==> config.mk <==
export PLATFORM = sky130hd
export DESIGN_NAME = sdf_host
export DESIGN_NICKNAME = d
export VERILOG_FILES = /design/src/sdf_pkg.sv /design/src/sdf_buf.sv /design/src/sdf_host.sv /design/src/sdf_sync.sv
export SDC_FILE = /design/constraint.sdc
export NUM_CORES = 1
export LEC_CHECK = 0
export BUFFER_PORTS_ARGS = -buffer_cell sky130_fd_sc_hd__buf_4
export CAP_MARGIN = 5
export CORE_AREA = 2 2 171 173
export CTS_CLUSTER_SIZE = 8
export DETAILED_ROUTE_END_ITERATION = 16
export DIE_AREA = 0 0 173 175
export PLACE_DENSITY = 0.76
export SKIP_LAST_GASP = 1
export SYNTH_ARGS = -nofsm -noshare
export SYNTH_HDL_FRONTEND = slang
export SYNTH_SLANG_ARGS = --single-unit
==> constraint.sdc <==
create_clock -name clk_in -period 6 [get_ports clk_in]
set_clock_uncertainty 0.15 [all_clocks]
set_input_delay 1.2 -clock clk_in [delete_from_list [all_inputs] [get_ports clk_in]]
set_output_delay 1.2 -clock clk_in [all_outputs]
set_load 0.05 [all_outputs]
==> src/sdf_pkg.sv <==
// Package: constants and types for the sinc3 decimation filter host
package sdf_pkg;
    localparam int          ACC_W        = 24;            // Integrator / differentiator width
    localparam int          OUT_W        = 16;            // Output word width
    localparam int          CNT_W        = 8;             // Decimation counter width
    localparam int          STROBE_BIT   = 7;             // Counter bit that forms the word strobe
    localparam int          OUT_LSB      = 8;             // Lowest third_differentiator bit kept
    localparam int          BUF_DEPTH    = 2;             // Output buffer depth
    localparam logic [23:0] SAMPLE_ONE   = 24'h000001;    // High bit maps to one
    localparam logic [23:0] SAMPLE_ZERO  = 24'h000000;    // Low bit maps to zero
    localparam logic [7:0]  CNT_STEP     = 8'h01;         // Decimation counter increment
    localparam logic [23:0] ACC_CLEAR    = 24'h000000;    // Arithmetic reset value
    localparam logic [7:0]  CNT_CLEAR    = 8'h00;         // Counter reset value
    localparam real         CLK_PERIOD_NS = 4.0;          // System clock period
    localparam real         DIV_HALF_NS   = 32.0;         // Half period of the generated bit clock
    localparam int          DIV_HALF_CYC  =
        (DIV_HALF_NS / CLK_PERIOD_NS) < 1.0 ? 1 : int'($floor(DIV_HALF_NS / CLK_PERIOD_NS));
    localparam logic [3:0]  DIV_LAST      = 4'(DIV_HALF_CYC - 1);

    // Bit clock edge phase of the host
    typedef enum logic [1:0] {
        SDF_LOW  = 2'b00,
        SDF_RISE = 2'b01,
        SDF_HIGH = 2'b11,
        SDF_FALL = 2'b10
    } sdf_phase_e;
endpackage : sdf_pkg

==> src/sdf_buf.sv <==
// Two-entry valid/ready buffer for output words
`timescale 1ns/1ps
module sdf_buf
    import sdf_pkg::*;
(
    // Clock and reset
    input  wire logic             clk_in,
    input  wire logic             rst_n_in,
    // Fill side
    input  wire logic             in_valid_in,
    input  wire logic [OUT_W-1:0] in_data_in,
    output logic                  in_ready_out,
    // Drain side
    output logic                  out_valid_out,
    output logic [OUT_W-1:0]      out_data_out,
    input  wire logic             out_ready_in
);
    typedef struct packed
    {
        logic [BUF_DEPTH-1:0][OUT_W-1:0] mem;
        logic [1:0]                      cnt;
        logic                            vld;
    } sdf_buf_s;

    sdf_buf_s st_q;
    sdf_buf_s st_d;
    logic     push;
    logic     pop;

    // Head is always entry 0; a pop shifts entry 1 down
    always_comb
    begin
        st_d = st_q;
        pop  = out_ready_in && (st_q.cnt != 2'h0);
        // A pop frees the head in the same cycle, so a full buffer that is
        // being drained still takes the incoming word instead of losing it
        push = in_valid_in && ((st_q.cnt != 2'(BUF_DEPTH)) || pop);
        if (pop)
        begin
            st_d.mem[0] = st_q.mem[1];
        end
        if (push)
        begin
            st_d.mem[2'(st_q.cnt) - 2'(pop)] = in_data_in;
        end
        st_d.cnt = st_q.cnt + 2'(push) - 2'(pop);
        if (!rst_n_in)
        begin
            st_d.cnt = 2'h0;
        end
        // Valid is kept in its own flop so the output needs no decode
        st_d.vld = st_d.cnt != 2'h0;
    end

    always_ff @(posedge clk_in)
    begin
        st_q <= st_d;
    end

    assign in_ready_out  = (st_q.cnt != 2'(BUF_DEPTH)) || out_ready_in;
    assign out_valid_out = st_q.vld;
    assign out_data_out  = st_q.mem[0];
endmodule // sdf_buf

==> src/sdf_host.sv <==
// Host-side sinc3 decimation filter for a 1-bit sigma-delta modulator
// What this block does
// - Low bit counts zero, high bit one
// - Three cascaded 24-bit integrators per bit
// - Reset clears all three integrators
// - 8-bit decimation counter steps at falling edge
// - Word strobe is counter bit seven
// - Three differentiators update at strobe rise
// - Reset clears differentiators and delayed copies
// - Output word is third differentiator bits 23:8
// - Overall response is third-order sinc
// - Bit sampled at falling clock edge
`timescale 1ns/1ps
module sdf_host
    import sdf_pkg::*;
(
    // Clock and reset
    input  wire logic             clk_in,
    input  wire logic             rst_n_in,
    // Modulator link
    input  wire logic             modulator_bitstream_in,
    output logic                  modulator_clock_in_out,
    // Filtered word stream
    output logic                  word_valid_out,
    output logic [OUT_W-1:0]      word_data_out,
    input  wire logic             word_ready_in,
    // Status
    output logic                  word_dropped_out
);
    typedef struct packed
    {
        logic [3:0]       div;
        logic             bclk;
        logic [ACC_W-1:0] integ1;
        logic [ACC_W-1:0] integ2;
        logic [ACC_W-1:0] third_integrator;
        logic [CNT_W-1:0] dec_cnt;
        logic             strobe_prev;
        logic [ACC_W-1:0] integ3_held;
        logic [ACC_W-1:0] diff1;
        logic [ACC_W-1:0] diff2;
        logic [ACC_W-1:0] third_differentiator;
        logic [ACC_W-1:0] diff1_held;
        logic [ACC_W-1:0] diff2_held;
        logic [OUT_W-1:0] word;
        logic             word_new;
        logic             dropped;
        logic             bit_sample;
    } sdf_host_s;

    sdf_host_s  st_q;
    sdf_host_s  st_d;
    logic       bit_sync;
    logic       buf_ready;
    logic       buf_valid;
    logic [OUT_W-1:0] buf_data;
    sdf_phase_e phase;
    logic [ACC_W-1:0] sample;
    logic       strobe_now;

    // Returns the numeric sample for one modulator bit
    function automatic logic [ACC_W-1:0] bit_to_sample(input logic b);
        return b ? SAMPLE_ONE : SAMPLE_ZERO;
    endfunction

    // Bitstream pin crosses into the system clock through two flops
    sdf_sync u_sync
    (
        .clk_in   (clk_in),
        .rst_n_in (rst_n_in),
        .async_in (modulator_bitstream_in),
        .sync_out (bit_sync)
    );

    // Phase of the generated bit clock for this cycle
    always_comb
    begin
        if (st_q.div == DIV_LAST)
        begin
            phase = st_q.bclk ? SDF_FALL : SDF_RISE;
        end
        else
        begin
            phase = st_q.bclk ? SDF_HIGH : SDF_LOW;
        end
    end

    // Next state: divider, integrators, decimator, differentiators
    always_comb
    begin
        st_d       = st_q;
        sample     = bit_to_sample(st_q.bit_sample);
        strobe_now = st_q.dec_cnt[STROBE_BIT];
        st_d.word_new = 1'b0;

        // Clock divider makes the modulator clock; the modulator then puts
        // out one bit per period
        if (st_q.div == DIV_LAST)
        begin
            st_d.div  = 4'h0;
            st_d.bclk = ~st_q.bclk;
        end
        else
        begin
            st_d.div = st_q.div + 4'h1;
        end

        unique case (phase)
            SDF_FALL:
            begin
                // Take the bit at the falling edge, a half period after
                // the modulator launched it, so the sync delay is covered
                st_d.bit_sample = bit_sync;
                st_d.dec_cnt    = st_q.dec_cnt + CNT_STEP;
            end
            SDF_RISE:
            begin
                // Modulo 2^24 wrap lets integrator overflow cancel later
                st_d.integ1           = st_q.integ1 + sample;
                st_d.integ2           = st_q.integ2 + st_q.integ1;
                st_d.third_integrator = st_q.third_integrator + st_q.integ2;
            end
            SDF_LOW, SDF_HIGH:
            begin
                st_d.bit_sample = st_q.bit_sample;
            end
        endcase

        // Comb section runs once per word, at the strobe's rising edge
        st_d.strobe_prev = strobe_now;
        if (strobe_now && !st_q.strobe_prev)
        begin
            st_d.diff1 = st_q.third_integrator - st_q.integ3_held;
            st_d.diff2 = st_q.diff1 - st_q.diff1_held;
            st_d.third_differentiator = st_q.diff2 - st_q.diff2_held;
            st_d.integ3_held = st_q.third_integrator;
            st_d.diff1_held  = st_q.diff1;
            st_d.diff2_held  = st_q.diff2;
            st_d.word        = st_q.third_differentiator[ACC_W-1:OUT_LSB];
            st_d.word_new    = 1'b1;
        end

        // A word that meets a full buffer is lost; flag it until reset
        if (st_q.word_new && !buf_ready)
        begin
            st_d.dropped = 1'b1;
        end

        // Reset clears counter and arithmetic but not the output word
        if (!rst_n_in)
        begin
            st_d.div              = 4'h0;
            st_d.bclk             = 1'b0;
            st_d.integ1           = ACC_CLEAR;
            st_d.integ2           = ACC_CLEAR;
            st_d.third_integrator = ACC_CLEAR;
            st_d.dec_cnt          = CNT_CLEAR;
            st_d.strobe_prev      = 1'b0;
            st_d.integ3_held      = ACC_CLEAR;
            st_d.diff1            = ACC_CLEAR;
            st_d.diff2            = ACC_CLEAR;
            st_d.third_differentiator = ACC_CLEAR;
            st_d.diff1_held       = ACC_CLEAR;
            st_d.diff2_held       = ACC_CLEAR;
            st_d.word_new         = 1'b0;
            st_d.dropped          = 1'b0;
            st_d.bit_sample       = 1'b0;
        end
    end

    always_ff @(posedge clk_in)
    begin
        st_q <= st_d;
    end

    // Buffer absorbs a stalled consumer for up to two words
    sdf_buf u_buf
    (
        .clk_in        (clk_in),
        .rst_n_in      (rst_n_in),
        .in_valid_in   (st_q.word_new),
        .in_data_in    (st_q.word),
        .in_ready_out  (buf_ready),
        .out_valid_out (buf_valid),
        .out_data_out  (buf_data),
        .out_ready_in  (word_ready_in)
    );

    assign modulator_clock_in_out = st_q.bclk;
    assign word_valid_out         = buf_valid;
    assign word_data_out          = buf_data;
    assign word_dropped_out       = st_q.dropped;
endmodule // sdf_host

==> src/sdf_sync.sv <==
// Two-flop synchroniser for pin inputs
`timescale 1ns/1ps
module sdf_sync
    import sdf_pkg::*;
(
    // Clock and reset
    input  wire logic clk_in,
    input  wire logic rst_n_in,
    // Asynchronous level in, synchronous level out
    input  wire logic async_in,
    output logic      sync_out
);
    typedef struct packed
    {
        logic meta;
        logic sync;
    } sdf_sync_s;

    sdf_sync_s st_q;
    sdf_sync_s st_d;

    // First stage is read only by the second
    always_comb
    begin
        st_d.meta = async_in;
        st_d.sync = st_q.meta;
        if (!rst_n_in)
        begin
            st_d = '0;
        end
    end

    always_ff @(posedge clk_in)
    begin
        st_q <= st_d;
    end

    assign sync_out = st_q.sync;
endmodule // sdf_sync

### Yosys cells after proc, flatten, opt, wreduce, memory -nomap -nowiden

Cells that the tools add are included.

* logic and storage cells: 65
* input bits: 4
* flip-flop bits (word level): 286
* output and inout bits: 19

* bitwise gates (word level): 2
* reduce and logical (&&, ||, !) cells: 12
* $add $sub $neg: 11
* equal/unequal tests: 4
* order comparisons: 2
* mux-type cells: 11

Operator list (count)
* 24-bit subtractor: 3
* 24-bit adder: 2
* 16-bit 2-to-1 mux: 3
* 32-bit bitwise mux: 1
* 24-bit by 1-bit adder with 24-bit output: 1
* 16-bit demux with 1-bit select: 1
* 8-bit by 1-bit adder with 8-bit output (second input constant): 1
* 2-bit 2-to-1 mux: 4
* 1-bit logical AND: 5
* 4-bit by 1-bit adder with 4-bit output (second input constant): 1
* 4-bit by 3-bit equality test with 1-bit output (second input constant): 1
* 2-bit nonzero test: 2
* 2-bit by 1-bit subtractor with 2-bit output: 2
* 2-bit by 1-bit adder with 2-bit output: 1
* 2-bit by 1-bit equality test with 1-bit output (second input constant): 1
* 2-bit equality test (second input constant): 1
* 2-bit by 1-bit >= comparator with 1-bit output (second input constant): 1
* 1-bit logical NOT: 2
* 1-bit logical OR: 2
* 2-bit < comparator (second input constant): 1
* 1-bit 2-to-1 mux: 2
* 2-bit != test (second input constant): 1
* 1-bit inverter: 2
* 2-bit OR reduction: 1

### Longest topological paths before layout

* depth in word-level cells: 9
* gate-level depth with buffers: 11
* depth with buffers taken out: 11

### Cells and area by module

From an unflattened synthesis, not the netlist that was laid out.

* cell total of the unflattened synthesis: 1817
* area total of the unflattened synthesis: 15427.3 µm²

Modules (own cells, without submodules)
* sdf_host: instances 1, cells each 1708, area each 13793.2 µm²
* sdf_buf: instances 1, cells each 105, area each 1581.5 µm²
* sdf_sync: instances 1, cells each 4, area each 52.6 µm²

### Worst setup path after synthesis

No wires, ideal clock.

* kind: input to register
* start point: input word_ready_in
* end point: register u_buf.st_q[19] (netlist name), enable pin
* arrival time: 3.078 ns
* required time: 5.476 ns
* library setup time: 0.374 ns
* setup slack: 2.398 ns
* stages on the path: 7
* path through: o21ai_0 -> buf_1 -> clkbuf_1 -> inv_1 -> ha_1 -> xnor2_1 -> and3_1

* cells in the longest elaborated chain, start to end: 3

RTL lines
* from (decl): line sdf_host.sv:26 `input wire logic word_ready_in,`
* 1-bit logical AND: line sdf_buf.sv:34 `pop = out_ready_in && (st_q.cnt != 2'h0);`
* 1-bit logical OR: line sdf_buf.sv:37 `push = in_valid_in && ((st_q.cnt != 2'(BUF_DEPTH)) || pop);`
* 1-bit logical AND: line sdf_buf.sv:37
* to (signal assigned): line sdf_buf.sv:57 `st_q <= st_d;`
* to (decl): line sdf_buf.sv:25 `sdf_buf_s st_q;`

Every way passes these cells.
A chain may end at the register's enable or synchronous reset.

==> qor.yml <==
setup_path:
  start_kind: "register"
  critical_path_arrival_ps: 3590
  critPathSlowestCell: "o21ai_2"
  critPathCaptureType: "register"
  r2r-end: "u_buf.out_data_out[12]"
  crit_fanout: 32
  reg2reg_depth: 7
  critPathBufInv: 1
  crit_type: "reg2reg"
  path_depth: 7
  worstSetupStartpoint: "u_buf.st_q[2]"
  r2r_start: "u_buf.st_q[2]"
  slowest_delay_ps: 840
  required_ps: 6210
  worstPathCellList: "o21ai_2, inv_1, ha_1, xnor2_1, nand3_1, nor2_1, a21oi_1"
  crit_family: "simple AND/OR/NAND/NOR gates"
  regToRegSetupSlack_ps: 2620
sta:
  rsz0062_at_grt: "no"
  fmax_mhz: 296
  slew_headroom: 0.268
  setup_tns_ps: 0
  fin_crit_ps: 3380
  fin_crit_sh: 0.564
  hold_viol_final: 0
  setup_viol: 0
  worst_pin_slew_ps: 1090
  final_max_slew_viol_count: 0
routing:
  drt_first_iter_violations: 824
  viasPerCell: 5.73
  drc: 0
  avgRoutedWirePerCell_um: 14.9
  vias: 12900
  routed_wl_mm: 33.5
  route.antenna.remaining_nets: 0
  first_pass_iters: 5
die:
  start_util: 0.544
  die_y_um: 175
  die_area_um2: 30300
  rows: 62
  io_pins: 23
  die_w_um: 173
  core_um2: 28400
global_route:
  grt_pass1_wl_mm: 57.8
  grt_usage: 0.223
  overflow: 0
  grt_max_degree: 120
  antenna_found_initial: 0
  grt_pass1_vias: 12700
final_layout:
  mostFrequentLayoutCells: "nand2_1, dfxtp_1, a21oi_1, ha_1, nor2_1"
  final_common_cell: "nand2_1"
  utilization: 0.593
  multi_input_area_um2: 8780
  area_growth_syn_to_layout_pct: 8.96
  fillerInstances: 2511
  seqCellArea_um2: 5890
  final_net_count: 1989
  diodes: 0
  drive_gt1_frac: 0.0556
logic_synthesis:
  synth_area_per_cell_um2: 8.19
  syn_area_um2: 15500
  syn_inst: 1888
  synth_nets: 2017
  ys_seq_elements: 278
  synth_ff_type: "dfxtp_1"
  yosysUniqueCellTypes: 76
  synth_warnings: 0
  ys_seq_area_frac: 0.381
  synth_edf_count: 32
  async_reset_ff_frac: 0
min_path:
  hold_path_depth: 0
  hold_end: "st_q[8]"
  worstHoldStart: "st_q[80]"
  hold_path_class: "reg2reg"
cts:
  htreeDepth: 2
  max-clock-path-buffers: 3
  cts_setup_buffers: 0
  ctsResizeCount: 0
  cts_tree: "done"
  cts_sinks: 278
  cts_buffers: 40
  cts-root-buf: "clkbuf_16"
  cts_hold_buf: 0
  clk_latency_ps: 530
  clk_pin_slew_ps: 50
power:
  p_per_area_nw_per_um2: 263
  worst_ir_drop_vdd_mv: 0.159
  p_leak_nw: 6.60
placed_design:
  io_buffers: 22
  gp_congestion: 0.874
  dpl.hpwl_mm: 23.2
run:
  drv_cap: 0
status:
  status: "finished clean"
## logic make-up (layout without fill, tap and decap cells)
group                    Yosys count  in the layout  share of synthesized area
AO/OA/AOI/OAI                    526            526                      0.210
XOR/XNOR                         101            101                     0.0572
adder cells (fa/ha/maj)          125            125                      0.103
buffers and inverters            198            182                     0.0521
flip-flops                       278            278                      0.381
multiplexers                      19             19                     0.0124
AND/OR/NAND/NOR                  641            641                      0.184
## metrics by stage
step | worst slack [ps] | std cells | instance area, um^2 | hold WS [ps] | power, mW
floorplan | 2400 | 1888 | 15500 | 253 | 2.42
global placement | 2280 | 2202 | 15700 | 259 | 2.45
detailed placement | 2140 | 2202 | 15700 | 258 | 2.47
CTS | 2580 | 2256 | 16800 | 269 | 4.46
global route | 2230 | 2256 | 16800 | 283 | 4.55
finish | 2620 | 2256 | 16800 | 272 | 4.42
## final cells by class
cell class | count | area share
multi-input combinational | 1412 | 0.522
clock buffer | 51 | 0.0619
clock inverter | 3 | 0.00290
tap | 384 | 0.0285
sequential | 278 | 0.350
inverter | 99 | 0.0225
timing repair buffer | 29 | 0.0129
## worst max path at each step
| stage | end | slack [ps] |
|---|---|---|
| detailed placement | u_buf.out_data_out[3] | 2140 |
| floorplan | u_buf.st_q[19] | 2400 |
| finish | u_buf.out_data_out[12] | 2620 |
| global route | u_buf.out_data_out[12] | 2230 |
| CTS | u_buf.out_data_out[12] | 2580 |
| global placement | u_buf.out_data_out[12] | 2280 |
## registers in the layout (all words and copies together), names as in the netlist
signal	cells
st_q	239
u_buf.out_valid_out	1
word_dropped_out	1
u_buf.out_data_out	16
u_buf.st_q	18
modulator_clock_in_out	1
u_sync.sync_out	1
u_sync.st_q	1
## report_power, final
part / switching (mW) / internal, mW / leakage, nW
Sequential: 0.0384 / 1.95 / 2.28
Clock: 0.784 / 1.20 / 0.527
Combinational: 0.312 / 0.137 / 3.80
## cells in the mapped netlist, types with 25 or more instances
cell | n | share of area
xnor2_1 | 46 | 0.026
nor2_1 | 109 | 0.026
xor2_1 | 55 | 0.031
o21ai_0 | 91 | 0.029
nand2_1 | 335 | 0.081
nand4_1 | 25 | 0.010
inv_1 | 99 | 0.024
nand3_1 | 51 | 0.017
ha_1 | 121 | 0.098
a21o_1 | 37 | 0.018
dfxtp_1 | 246 | 0.32
a21oi_1 | 238 | 0.077
clkbuf_1 | 69 | 0.017
edfxtp_1 | 32 | 0.062
## metal layers
metal	global-route usage	share of wire
met1	0.265	0.44
met2	0.407	0.49
met3	0.0326	0.035
met4	0.0819	0.028
met5	0	0
Note: power is estimated with default switching activity, not from simulation.
